### src/core/ilt_pkg.sv
/*
  Constants and types for the instruction length and timing calculator.
  Assumes it is compiled ahead of every file in core/.
*/
package ilt_pkg;

  // Output widths
  localparam int LEN_W = 4;   // Instruction length in bytes
  localparam int CYC_W = 20;  // Cycle count, wide enough for 64K transfers

  // Length adjustment
  localparam logic [LEN_W-1:0] LEN_EXTRA = 4'h1;

  // Cycle adjustments
  localparam logic [CYC_W-1:0] DP_EXTRA     = 20'h00001;
  localparam logic [CYC_W-1:0] TAKEN_EXTRA  = 20'h00002;
  localparam logic [CYC_W-1:0] DIV_EXTRA    = 20'h00010;
  localparam logic [CYC_W-1:0] MUL_EXTRA    = 20'h00008;

  // Multi-register push
  localparam logic [CYC_W-1:0] PUSH_BASE    = 20'h0000C;
  localparam logic [CYC_W-1:0] PUSH_WORD    = 20'h00002;
  localparam logic [CYC_W-1:0] PUSH_BANK    = 20'h00001;

  // Multi-register pull
  localparam logic [CYC_W-1:0] PULL_BASE    = 20'h0000E;
  localparam logic [CYC_W-1:0] PULL_REG     = 20'h00003;
  localparam logic [CYC_W-1:0] PULL_DP      = 20'h00004;

  // Block transfer, odd byte count
  localparam logic [CYC_W-1:0] BLK_PAIR     = 20'h00007;
  localparam logic [CYC_W-1:0] BLK1_HEAD    = 20'h00007;
  localparam logic [CYC_W-1:0] BLK1_TAIL    = 20'h00004;
  localparam logic [CYC_W-1:0] BLK2_HEAD    = 20'h00009;
  localparam logic [CYC_W-1:0] BLK2_TAIL    = 20'h00005;

  // Bit positions of the register list
  localparam int RL_A  = 0;
  localparam int RL_B  = 1;
  localparam int RL_X  = 2;
  localparam int RL_Y  = 3;
  localparam int RL_DP = 4;  // direct_page_base
  localparam int RL_DB = 5;  // data_bank_reg
  localparam int RL_PB = 6;  // program_bank_reg
  localparam int RL_PS = 7;  // processor_status_reg

  // Instruction classes that change length or timing
  typedef enum logic [3:0] {
    CLS_PLAIN,     // No adjustment beyond direct page
    CLS_IMM_M,     // Immediate, operand width from m
    CLS_IMM_X,     // Immediate, operand width from x
    CLS_MDEP,      // Byte count grows when m is cleared
    CLS_BRANCH,    // Conditional relative branch
    CLS_PUSH,      // Multi-register push
    CLS_PULL,      // Multi-register pull
    CLS_BLK1,      // First block transfer form
    CLS_BLK2,      // Second block transfer form
    CLS_DIV,       // Divide
    CLS_MUL        // Multiply
  } instr_class_t;

endpackage

### src/core/stack_cycle_calc.sv
/*
  Cycle count of the multi-register push and pull instructions.
  Purely combinational; the register list is one bit per register.
*/
`timescale 1ns/1ps
module stack_cycle_calc
  import ilt_pkg::*;
(
  input  wire logic [7:0]       reg_list,   // Registers selected
  output logic      [CYC_W-1:0] push_cyc,   // Push cycle total
  output logic      [CYC_W-1:0] pull_cyc    // Pull cycle total
);

  // Each selected register adds its own share to the base count
  always_comb begin
    push_cyc = PUSH_BASE;
    pull_cyc = PULL_BASE;
    for (int k = 0; k < 8; k++) begin
      if (reg_list[k]) begin
        // Bank registers are single bytes on the stack
        if (k == RL_DB || k == RL_PB) begin
          push_cyc = push_cyc + PUSH_BANK;
        end else begin
          push_cyc = push_cyc + PUSH_WORD;
        end
        // Program bank cannot be pulled; direct page costs more
        if (k == RL_DP) begin
          pull_cyc = pull_cyc + PULL_DP;
        end else if (k != RL_PB) begin
          pull_cyc = pull_cyc + PULL_REG;
        end
      end
    end
  end

endmodule

### src/core/block_xfer_calc.sv
/*
  Cycle count of the two block transfer forms for an odd byte count.
  Purely combinational; the caller selects it only for odd counts.
*/
`timescale 1ns/1ps
module block_xfer_calc
  import ilt_pkg::*;
(
  input  wire logic [15:0]      xfer_count,  // Bytes to move
  output logic      [CYC_W-1:0] blk1_cyc,    // First form, odd count
  output logic      [CYC_W-1:0] blk2_cyc     // Second form, odd count
);

  logic [CYC_W-1:0] pairs;      // Integer part of count / 2
  logic [CYC_W-1:0] pair_cyc;   // Seven cycles per byte pair

  assign pairs    = {5'h00, xfer_count[15:1]};
  assign pair_cyc = CYC_W'(pairs * BLK_PAIR);

  assign blk1_cyc = BLK1_HEAD + pair_cyc + BLK1_TAIL;
  assign blk2_cyc = BLK2_HEAD + pair_cyc + BLK2_TAIL;

endmodule

### src/core/cpu_instruction_length_timing.sv
/*
  Instruction length and fastest-mode cycle calculator for a 16-bit core.
  The caller supplies the listed length and cycle count from its own
  instruction table, the instruction class and the run-time conditions;
  one clock later the adjusted figures appear with a one-cycle strobe.
  All inputs except BUS_BYTE_PIN and ARST_N come from logic on CLK.
*/
// Functional notes
// - Nonzero direct page low byte adds one cycle
// - Upper opcode row is A, lower B
// - Immediate with 16-bit data: one byte more
// - Taken conditional branch adds two cycles
// - Short branch form if displacement fits byte
// - Data-length dependent: one byte more if m=0
// - Push: 12 base, 2 per word, 1 bank
// - Pull: 14 base, 3 each, 4 direct page
// - First block form odd: 7+7*(i/2)+4
// - Second block form odd: 9+7*(i/2)+5
// - Wide divide adds sixteen cycles
// - Wide multiply adds eight cycles
// - Immediate with 16-bit index: one byte more
// - Real counts may exceed the fastest figures
`timescale 1ns/1ps
module cpu_instruction_length_timing
  import ilt_pkg::*;
(
  input  wire logic               CLK,
  input  wire logic               ARST_N,
  input  wire logic               REQ_VALID,
  input  wire instr_class_t       INSTR_CLASS,
  input  wire logic [LEN_W-1:0]   LISTED_LEN,
  input  wire logic [CYC_W-1:0]   LISTED_CYC,
  input  wire logic               OPCODE_LOWER_ROW,
  input  wire logic               USES_DIRECT_PAGE,
  input  wire logic [7:0]         DIRECT_PAGE_BASE_LOW,
  input  wire logic               M_FLAG,
  input  wire logic               X_FLAG,
  input  wire logic               BRANCH_TAKEN,
  input  wire logic [15:0]        BRANCH_DISP,
  input  wire logic [7:0]         REG_LIST,
  input  wire logic [15:0]        XFER_COUNT,
  input  wire logic               WIDE_OPERATION,
  input  wire logic               ODD_OPERAND_ADDR,
  input  wire logic               BUS_BYTE_PIN,
  output logic                    OUT_VALID,
  output logic      [LEN_W-1:0]   INSTR_LEN,
  output logic      [CYC_W-1:0]   INSTR_CYC,
  output logic                    ACC_B_SEL,
  output logic                    BRANCH_LONG,
  output logic                    CYC_MAY_EXCEED
);

  // Reset release synchroniser
  logic rst_meta_q;   // First stage, read only by the second
  logic rst_n_q;      // Released reset used by all other logic

  // Bus width pin synchroniser
  logic byte_meta_q;  // First stage, read only by the second
  logic byte_q;       // Synchronised bus width level

  // Output registers
  logic             valid_q;
  logic             valid_d;
  logic [LEN_W-1:0] len_q;
  logic [LEN_W-1:0] len_d;
  logic [CYC_W-1:0] cyc_q;
  logic [CYC_W-1:0] cyc_d;
  logic             acc_b_q;
  logic             acc_b_d;
  logic             long_q;
  logic             long_d;
  logic             exceed_q;
  logic             exceed_d;

  // Helper results
  logic [CYC_W-1:0] push_cyc;   // Multi-register push total
  logic [CYC_W-1:0] pull_cyc;   // Multi-register pull total
  logic [CYC_W-1:0] blk1_cyc;   // First block form, odd count
  logic [CYC_W-1:0] blk2_cyc;   // Second block form, odd count

  // Decoded conditions
  wire dp_extra_w;              // Direct page base misaligned
  wire imm_m_w;                 // 16-bit immediate data
  wire imm_x_w;                 // 16-bit immediate index
  wire mdep_w;                  // Data-length dependent byte
  wire taken_w;                 // Conditional branch goes
  wire short_fit_w;             // Displacement fits a byte
  wire blk_odd_w;               // Odd byte count
  wire div_wide_w;              // 32 by 16 divide
  wire mul_wide_w;              // 16 by 16 multiply

  // Adjustment terms
  wire [LEN_W-1:0] len_add_w;   // Bytes added to the listed length
  wire [CYC_W-1:0] base_cyc_w;  // Listed or replaced cycle figure
  wire [CYC_W-1:0] cyc_add_w;   // Cycles added on top

  // Reset is asserted at once and released after two edges
  always_ff @(posedge CLK or negedge ARST_N) begin
    if (!ARST_N) begin
      rst_meta_q <= 1'b0;
      rst_n_q    <= 1'b0;
    end else begin
      rst_meta_q <= 1'b1;
      rst_n_q    <= rst_meta_q;
    end
  end

  // The width pin is asynchronous to CLK
  always_ff @(posedge CLK or negedge rst_n_q) begin
    if (!rst_n_q) begin
      byte_meta_q <= 1'b0;
      byte_q      <= 1'b0;
    end else begin
      byte_meta_q <= BUS_BYTE_PIN;
      byte_q      <= byte_meta_q;
    end
  end

  // Push and pull cycle totals
  stack_cycle_calc u_stack (
    .reg_list (REG_LIST),
    .push_cyc (push_cyc),
    .pull_cyc (pull_cyc)
  );

  // Odd-count block transfer totals
  block_xfer_calc u_block (
    .xfer_count (XFER_COUNT),
    .blk1_cyc   (blk1_cyc),
    .blk2_cyc   (blk2_cyc)
  );

  // Condition decode
  assign dp_extra_w  = USES_DIRECT_PAGE &&
                       (DIRECT_PAGE_BASE_LOW != 8'h00);
  assign imm_m_w     = (INSTR_CLASS == CLS_IMM_M) && !M_FLAG;
  assign imm_x_w     = (INSTR_CLASS == CLS_IMM_X) && !X_FLAG;
  assign mdep_w      = (INSTR_CLASS == CLS_MDEP) && !M_FLAG;
  assign taken_w     = (INSTR_CLASS == CLS_BRANCH) && BRANCH_TAKEN;
  // A byte displacement has its top nine bits all equal
  assign short_fit_w = (BRANCH_DISP[15:7] == 9'h000) ||
                       (BRANCH_DISP[15:7] == 9'h1FF);
  assign blk_odd_w   = XFER_COUNT[0];
  assign div_wide_w  = (INSTR_CLASS == CLS_DIV) && WIDE_OPERATION;
  assign mul_wide_w  = (INSTR_CLASS == CLS_MUL) && WIDE_OPERATION;

  // Length: at most one of the byte growth terms applies per class
  assign len_add_w = (imm_m_w || imm_x_w || mdep_w) ? LEN_EXTRA
                                                    : {LEN_W{1'b0}};

  // Stack and odd block forms replace the listed figure outright
  assign base_cyc_w =
    (INSTR_CLASS == CLS_PUSH)              ? push_cyc :
    (INSTR_CLASS == CLS_PULL)              ? pull_cyc :
    (INSTR_CLASS == CLS_BLK1 && blk_odd_w) ? blk1_cyc :
    (INSTR_CLASS == CLS_BLK2 && blk_odd_w) ? blk2_cyc :
                                             LISTED_CYC;

  // Additive terms are independent, so they simply sum
  assign cyc_add_w = (dp_extra_w ? DP_EXTRA    : {CYC_W{1'b0}})
                   + (taken_w    ? TAKEN_EXTRA : {CYC_W{1'b0}})
                   + (div_wide_w ? DIV_EXTRA   : {CYC_W{1'b0}})
                   + (mul_wide_w ? MUL_EXTRA   : {CYC_W{1'b0}});

  // Next output values; results hold until the next request
  always_comb begin
    valid_d  = REQ_VALID;
    len_d    = len_q;
    cyc_d    = cyc_q;
    acc_b_d  = acc_b_q;
    long_d   = long_q;
    exceed_d = exceed_q;
    if (REQ_VALID) begin
      len_d    = LISTED_LEN + len_add_w;
      cyc_d    = base_cyc_w + cyc_add_w;
      acc_b_d  = OPCODE_LOWER_ROW;
      long_d   = (INSTR_CLASS == CLS_BRANCH) && !short_fit_w;
      // Queue state, odd addresses and a byte-wide bus add cycles
      // this block cannot see; it flags the possibility for the last two only
      exceed_d = byte_q || ODD_OPERAND_ADDR;
    end
  end

  // Output registers
  always_ff @(posedge CLK or negedge rst_n_q) begin
    if (!rst_n_q) begin
      valid_q  <= 1'b0;
      len_q    <= {LEN_W{1'b0}};
      cyc_q    <= {CYC_W{1'b0}};
      acc_b_q  <= 1'b0;
      long_q   <= 1'b0;
      exceed_q <= 1'b0;
    end else begin
      valid_q  <= valid_d;
      len_q    <= len_d;
      cyc_q    <= cyc_d;
      acc_b_q  <= acc_b_d;
      long_q   <= long_d;
      exceed_q <= exceed_d;
    end
  end

  assign OUT_VALID      = valid_q;
  assign INSTR_LEN      = len_q;
  assign INSTR_CYC      = cyc_q;
  assign ACC_B_SEL      = acc_b_q;
  assign BRANCH_LONG    = long_q;
  assign CYC_MAY_EXCEED = exceed_q;

endmodule

### config.mk
export PLATFORM = sky130hd
export DESIGN_NAME = cpu_instruction_length_timing
export DESIGN_NICKNAME = d
export VERILOG_FILES = /design/src/core/ilt_pkg.sv /design/src/core/stack_cycle_calc.sv /design/src/core/block_xfer_calc.sv /design/src/core/cpu_instruction_length_timing.sv
export SDC_FILE = /design/constraint.sdc
export NUM_CORES = 1
export LEC_CHECK = 0
export BUFFER_PORTS_ARGS = -buffer_cell sky130_fd_sc_hd__buf_2
export CORE_ASPECT_RATIO = 0.6
export CORE_MARGIN = 3
export CORE_UTILIZATION = 63
export DETAILED_ROUTE_END_ITERATION = 10
export HOLD_SLACK_MARGIN = 0.15
export PLACE_DENSITY = 0.85
export RECOVER_POWER = 100
export SETUP_SLACK_MARGIN = 0.5
export SLEW_MARGIN = 10
export SYNTH_ARGS = -nofsm -noshare
export SYNTH_HDL_FRONTEND = slang
export SYNTH_HIERARCHICAL = 1
export SYNTH_SLANG_ARGS = --single-unit
### constraint.sdc
create_clock -name CLK -period 2.74 [get_ports CLK]
set_input_delay 0.548 -clock CLK [delete_from_list [all_inputs] [get_ports CLK]]
set_output_delay 0.548 -clock CLK [all_outputs]
set_load 0.02 [all_outputs]
==> results of run 1 <==
stage by stage:
| stage | instance area [um2] | utilization [%] | instances |
|---|---|---|---|
| after CTS | 8790 | 93.2 | 1189 |
| after detailed placement | 8210 | 87.1 | 1164 |
| after global placement | 8210 | 87.1 | 1164 |
| after floorplan | 6450 | - | 793 |
Yosys cell counts (all sizes together), types with 4 or more instances:
| cell type | count |
|---|---|
| a211o | 4 |
| a211oi | 11 |
| a21o | 7 |
| a21oi | 40 |
| a22oi | 13 |
| a32oi | 9 |
| and2 | 12 |
| and3 | 10 |
| buf | 51 |
| clkbuf | 14 |
| dfrtp | 32 |
| fa | 17 |
| ha | 41 |
| inv | 34 |
| mux2 | 22 |
| mux2i | 7 |
| nand2 | 45 |
| nand2b | 12 |
| nand3 | 25 |
| nand3b | 7 |
| nand4 | 8 |
| nor2 | 69 |
| nor2b | 9 |
| nor3 | 18 |
| nor4 | 14 |
| o211ai | 8 |
| o21a | 7 |
| o21ai | 50 |
| o22a | 4 |
| o22ai | 8 |
| o31ai | 7 |
| or2 | 9 |
| xnor2 | 53 |
| xor2 | 37 |
layer usage:
| metal | overflow | GRT usage, % |
|---|---|---|
| met2 | 319 | 109 |
| met5 | 0 | 36.1 |
| met1 | 10 | 87.9 |
| met4 | 186 | 104 |
| met3 | 2 | 76.2 |
timing repair:
| action | CTS |
|---|---|
| hold endpoints to repair | 2 |
| setup buffers | 16 |
| hold buffers | 1 |
| endpoints found under the setup margin | 20 |
| pin swaps | 35 |
| gates resized for setup | 61 |
cell families after synthesis:
| family | share of synthesized area [%] |
|---|---|
| other | 0.180 |
| multiplexers | 5.31 |
| flip-flops | 12.8 |
| AO/OA/AOI/OAI | 22.2 |
| adder cells (fa/ha/maj) | 13.8 |
| XOR/XNOR | 13.7 |
| AND/OR/NAND/NOR | 23.3 |
| buffers and inverters | 8.87 |
==> flow_summary.ini, run 1 <==
[synth]
ys_ff_latch = 32
netlist_instances = 768
ys_types = 99
yosys_warnings = 6
synthArstFlopShare_pct = 100
synth_top_area_share_pct = 12.8
ys.flop_type = dfrtp_1
yosysSeqAreaShare_pct = 12.8
ys_top_cells_by_area = dfrtp_1 13%, ha_1 8.2%, xnor2_1 6.6%, fa_1 5.4%, xor2_1 4.8%
synth_edf_count = 0
mappedNetlistArea_mm2 = 0.00626
synth_area_per_cell_um2 = 8.16
synth_top_area_cell = dfrtp_1

[global_route]
grt_overflow = 517
grt_max_degree = 34
grt.total_usage_pct = 92.2

[timing]
grt_worst_setup_endpoint = INSTR_CYC[17]$_DFFE_PN0P_/D
worstEndpointType = register data pin

[floorplanning]
die_h_um = 83.2
rows = 27
start_util_pct = 66.5
boundaryPins = 115
die_x_um = 135

[place]
numPortBuffers = 107
dpl.hpwl_um = 17300
place_ws_ns = -2.84
gp_congestion = 0.964

[status]
outcome = stopped before the end
lastStage = global routing (5_1_grt)
stop_error = [ERROR GRT-0232] Routing congestion too high. Check the congestion heatmap in the GUI.

[cts]
clk_path_buf_depth = 2
h-tree-depth = 2
clock-root-buffer = clkbuf_16
cts_buffers = 5
clock_sinks = 32
==> run 2, diff against run 1 <==
CORE_ASPECT_RATIO = default   (was 0.6)
CORE_UTILIZATION = 40   (was 63)
HOLD_SLACK_MARGIN = default   (was 0.15)
PLACE_DENSITY = default   (was 0.85)
PLACE_DENSITY_LB_ADDON = 0.15   (was default)
SETUP_SLACK_MARGIN = default   (was 0.5)
==> run 2 against run 1 <==
The flow now finishes, with violations (max-capacitance violations, max-slew violations, negative setup slack). Synthesized cell count stayed put. Synthesized area stayed put.
==> flow_summary.ini, run 2 <==
[synth]
netlist_instances = 768
synthArstFlopShare_pct = 100
ys.flop_type = dfrtp_1
synth_edf_count = 0
synth_most_common_cell = nor2_1
mappedNetlistArea_mm2 = 0.00626
yosys_warnings = 6
yosysSeqAreaShare_pct = 12.8
ys_types = 99
ys_top_cells_by_area = dfrtp_1 13%, ha_1 8.2%, xnor2_1 6.6%, fa_1 5.4%, xor2_1 4.8%
synth_top_area_cell = dfrtp_1
synth_top_area_share_pct = 12.8
yosys-top-cells-count = 68 x nor2_1, 47 x xnor2_1, 44 x nand2_1
synth_area_per_cell_um2 = 8.16
ys_ff_latch = 32

[floorplanning]
die_x_um = 131
rows = 45
coreArea_mm2 = 0.0153
die-area_mm2 = 0.0172
boundaryPins = 115
die_h_um = 131
start_util_pct = 41.0

[detailed_routing]
drtPass1Iterations = 5
ant_nets = 0
num_vias = 6532
wl_per_cell_um = 14.1
avgViaCountPerCell = 5.12
totalWireLength_um = 18100
drcViolationCount = 0
drtIter0Drc = 224

[timing]
finalCriticalPeriod_ns = 4.88
fmax_ghz = 0.205
finClkSkew_ns = 0.00309
rsz0062_at_grt = yes
whs_ns = 0.0420
hold_viol = 0
drv_slew = 31
fin_crit_sh_pct = 178
relSlewSlack_pct = -1.90
worst_slack_ns = -2.14
max_slew.worst_pin.slew_ns = 1.53
setup_viol = 20

[cts]
clock_sinks = 32
cts_tree = yes
clock_latency_ns = 0.28
holdBufCountCts = 0
clk_path_buf_depth = 2
cts_buffers = 5
h-tree-depth = 2
clock-root-buffer = clkbuf_16
clk_pin_slew_ns = 0.05

[global_route]
grt.total_usage_pct = 20.2
grt_pass1_wl_um = 30000
first_global_vias = 6535
antenna_found_initial = 0
grt_overflow = 0
grt_max_degree = 34

[worst_setup_path]
crit_type = in -> reg
required_ns = 2.86
critPathTopFamily = compound AO/OA/AOI/OAI gates
reg2reg_from = rst_n_q
cp_num_buf_inv = 4
r2r-end = INSTR_CYC[16]
critical_path.endpoint_type = register
max_stage_delay_ns = 0.64
ff2ff_setup_slack_ns = 1.14
rr_worst_depth = 1
crit_chain = buf_8 -> fa_2 -> inv_4 -> ha_4 -> nand2b_4 -> xor2_4 -> inv_2 -> ha_4 -> inv_2 -> a32oi_4 -> nor2_2 -> a21oi_2 -> a21oi_2 -> a211o_1 -> nor3_2 -> xor2_2 -> a21oi_2 -> a211oi_2 -> a211o_1 -> o211ai_2 -> or4_4 -> and4bb_1 -> xnor2_2 -> a21oi_1
crit_path_max_fanout = 5
cpMostUsedCell = a21oi_2
arrival_ns = 5.01
worst_path_max_delay_cell = fa_2
cp-start-kind = input port

[power_and_ir_drop]
power_density_mw_per_mm2 = 450
p_leak_nw = 4.05
ir_drop_mv = 0.357

[cells_and_area]
syn_to_final_growth_pct = 43.0
n_antenna_cell = 0
fin_util_pct = 58.7
layout_commonest_cell = buf_4
largest_reg_flops = 20
fin_nets = 1210
fin_cells = 1277
nFillCells = 1377
most-common-layout-cells = 217 x buf_4, 75 x buf_2, 62 x nor2_1, 45 x xnor2_1, 41 x nand2_1
drive_gt1_share_pct = 40.9

[place]
gp_congestion = 0.883
dpl.hpwl_um = 15000
placed_cells = 1254
numPortBuffers = 107

[status]
outcome = finished, violations left
violations = max-capacitance violations, max-slew violations, negative setup slack

[hold_path]
hold_path_class = in -> async

[job]
cap_violations = 1
-- run 2: cell counts after synthesis --
Identical to the previous run, type by type.
-- run 2: through the flow --
| stage | total power [W] | setup slack (ns) | setup TNS [ns] | instance area (um2) |
|---|---|---|---|---|
| after CTS | 0.00394 | -2.13 | -36.47 | 8750 |
| after global placement | 0.00321 | -2.39 | -41.92 | 8380 |
| final | 0.00403 | -2.14 | -37.03 | 8960 |
| after global routing | 0.00435 | -2.39 | -40.97 | 8960 |
| after floorplan | 0.00224 | -2.36 | -37.85 | 6450 |
| after detailed placement | 0.00329 | -2.55 | -44.14 | 8380 |
-- run 2: worst max-delay path by stage --
stage	from	to	slack, ns	depth (start not counted)
2_1_floorplan	REG_LIST[2]	INSTR_CYC[19]	-2.36	24
6_report	REG_LIST[1]	INSTR_CYC[18]	-2.14	24
5_1_grt	REG_LIST[1]	INSTR_CYC[18]	-2.39	24
3_5_place_dp	REG_LIST[2]	INSTR_CYC[19]	-2.55	24
4_1_cts	REG_LIST[0]	INSTR_CYC[19]	-2.13	24
3_3_place_gp	REG_LIST[2]	INSTR_CYC[19]	-2.39	24
-- run 2: repair_timing --
| item | in CTS | in global routing |
|---|---|---|
| hold endpoints to repair | 0 | 0 |
| endpoints found under the setup margin | 20 | 20 |
| buffers inserted | 8 | 8 |
| pin swaps | 28 | 19 |
| resized for setup | 37 | 41 |
-- run 2: metal layers --
metal  wire [um]  vias to the layer above  GRT usage [%]
met5           0                        -              0
met4         530                        0           6.65
met3         643                       34           1.84
met2        8860                      169           35.9
met1        8030                     3027           25.7
li1            -                     3302              -
-- run 2: where the power goes --
group	switching [W]	internal, W	total, W
clock network	0.000182	0.000361	0.000543
registers	0.0000358	0.000537	0.000573
logic	0.00147	0.00145	0.00291
-- run 2: cells by family after synthesis --
kind of cell / share of synthesized area (%)
mux: 5.31
simple gates: 23.3
fa+ha+maj: 13.8
compound gates: 22.2
flops: 12.8
xor+xnor: 13.7
buf+inv: 8.87
other cells: 0.180
-- run 2: area by class of cell --
cell class,count,area (um2),share of cell area (%)
clock buffer,8,146,1.63
inverter,34,130,1.45
multi-input combinational,662,5420,60.5
sequential,32,801,8.94
tap,211,264,2.95
timing repair buffer,330,2200,24.5
Power figures use the tool's default switching activity.
==> run 3, diff against run 2 <==
CORE_ASPECT_RATIO = 0.5   (was default)
==> run 3 against run 2 <==
The run still ends with max-capacitance violations, max-slew violations, negative setup slack left. Sequential share of layout area fell by 0.22 points. Clock power rose by 2%. Die area rose by 0.53%. Register-to-register slack barely moved. Final cell count fell by 0.78%. Hold slack improved by 0.012 ns. Combinational power rose by 4%. Sequential power barely moved. Critical path type unchanged. Largest cell class unchanged. Largest power group unchanged.
==> flow_summary.ini, run 3 (synthesis results as in run 2) <==
[worst_setup_path]
required_ns = 2.82
reg2reg_from = rst_n_q
ff2ff_setup_slack_ns = 1.14
arrival_ns = 5.11
worst_path_max_delay_cell = fa_2
crit_type = in -> reg
critical_path.endpoint_type = register
max_stage_delay_ns = 0.62
cp-start-kind = input port
crit_path_max_fanout = 4
r2r-end = INSTR_CYC[8]
rr_worst_depth = 1

[detailed_routing]
ant_nets = 0
wl_per_cell_um = 14.4
drcViolationCount = 0
avgViaCountPerCell = 5.05
num_vias = 6401
drtIter0Drc = 375
drtPass1Iterations = 5
totalWireLength_um = 18200

[timing]
drv_slew = 65
fmax_ghz = 0.199
finClkSkew_ns = 0.00209
rsz0062_at_grt = yes
finalCriticalPeriod_ns = 5.03
max_slew.worst_pin.slew_ns = 1.79
hold_viol = 0
worst_slack_ns = -2.29
fin_crit_sh_pct = 184
setup_viol = 20
fin_setup_tns_ns = -38.65
relSlewSlack_pct = -19.3

[status]
outcome = finished, violations left
violations = max-capacitance violations, max-slew violations, negative setup slack

[cells_and_area]
stdcell_area_mm2 = 0.00919
largest_reg_flops = 20
drive_gt1_share_pct = 42.7
layout_commonest_cell = buf_4
most-common-layout-cells = 213 x buf_4, 73 x buf_2, 64 x nor2_1, 41 x nand2_1, 39 x xnor2_1
fin_nets = 1214
syn_to_final_growth_pct = 46.7
n_antenna_cell = 0

[place]
numPortBuffers = 107
gp_congestion = 0.894
place_area_mm2 = 0.00832
dpl.hpwl_um = 14700

[hold_path]
hold_path_class = in -> async

[floorplanning]
start_util_pct = 42.1
die_x_um = 183
die-area_mm2 = 0.0173
rows = 31
die_h_um = 94.5
coreArea_mm2 = 0.0149
boundaryPins = 115

[cts]
clk_pin_slew_ns = 0.05
h-tree-depth = 2
clock-root-buffer = clkbuf_16
cts_tree = yes
clk_path_buf_depth = 2
holdBufCountCts = 0
clock_latency_ns = 0.27
clock_sinks = 32
cts_buffers = 5

[job]
cap_violations = 2

[global_route]
grt_max_degree = 34
first_global_vias = 6059
antenna_found_initial = 0
grt.total_usage_pct = 20.0
grt_pass1_wl_um = 29200
grt_overflow = 0

[power_and_ir_drop]
ir_drop_mv = 0.222
power_density_mw_per_mm2 = 453
p_leak_nw = 4.15
## run 3: changes by cell type in the layout (fill, tap and decap cells not counted), moves of 4 or more
cell	change
buf_6	+9
xnor2_1	-6
xnor2_2	+5
a32oi_1	+4
a32oi_2	-4
buf_4	-4
ha_1	-4
ha_4	+4
## run 3: layout make-up
| class | instances | area (um2) |
|---|---|---|
| well taps | 198 | 248 |
| fillers | 1351 | 5710 |
| repair buffers | 334 | 2270 |
| multi-input cells | 662 | 5590 |
| clock buffers | 7 | 153 |
| inverters | 34 | 133 |
| flip-flops and latches | 32 | 801 |
## run 3: worst max-delay path: cells and delay by family
kind                       cells  cell delay (ns)
buffers and inverters          5             0.56
xor gates and xnor gates       4             0.84
AOI/OAI and AO/OA              8             1.10
adders and majority gates      4             1.35
and+or+nand+nor                6             0.70
## run 3: power breakdown
group / leakage, nW / total [W] / switching (W) / internal [W]
logic: 3.70 / 0.00303 / 0.00153 / 0.00150
clock network: 0.0760 / 0.000556 / 0.000176 / 0.000380
registers: 0.377 / 0.000576 / 0.0000384 / 0.000537
total: 4.15 / 0.00416 / 0.00174 / 0.00242
## run 3: stage by stage
step | util [%] | hold WS (ns) | total power, W | setup slack [ns] | instances
2_1_floorplan | - | 0.252 | 0.00224 | -2.36 | 793
3_3_place_gp | 55.9 | 0.259 | 0.00324 | -2.41 | 1234
3_5_place_dp | 55.9 | 0.265 | 0.00328 | -2.50 | 1234
4_1_cts | 59.4 | 0.0528 | 0.00400 | -2.15 | 1253
5_1_grt | 61.7 | 0.0586 | 0.00449 | -2.48 | 1267
6_report | 61.7 | 0.0540 | 0.00416 | -2.29 | 1267
## run 3: routing by layer
layer  wire length, um  vias to the layer above  GRT usage (%)  part of all wire (%)
met1              9500                     2954           30.0                    52
li1                  -                     3304              -                     -
met2              7970                      132           33.0                    44
met3               638                       11           1.35                   3.5
met5                 0                        -              0                     0
met4                91                        0           1.52                  0.50
## run 3: worst max-delay path by stage
stage,slack [ns],to,cells past startpoint,start
floorplan,-2.36,INSTR_CYC[19],24,REG_LIST[2]
global placement,-2.41,INSTR_CYC[18],19,XFER_COUNT[1]
detailed placement,-2.50,INSTR_CYC[19],23,REG_LIST[2]
CTS,-2.15,INSTR_CYC[19],24,REG_LIST[2]
global route,-2.48,INSTR_CYC[18],27,REG_LIST[1]
finish,-2.29,INSTR_CYC[18],27,REG_LIST[1]
## run 3: what timing repair did
| action | in CTS | in global routing |
|---|---|---|
| pin swaps | 30 | 18 |
| setup buffers | 13 | 15 |
| resized for setup | 60 | 54 |
| endpoints found under the setup margin | 20 | 20 |
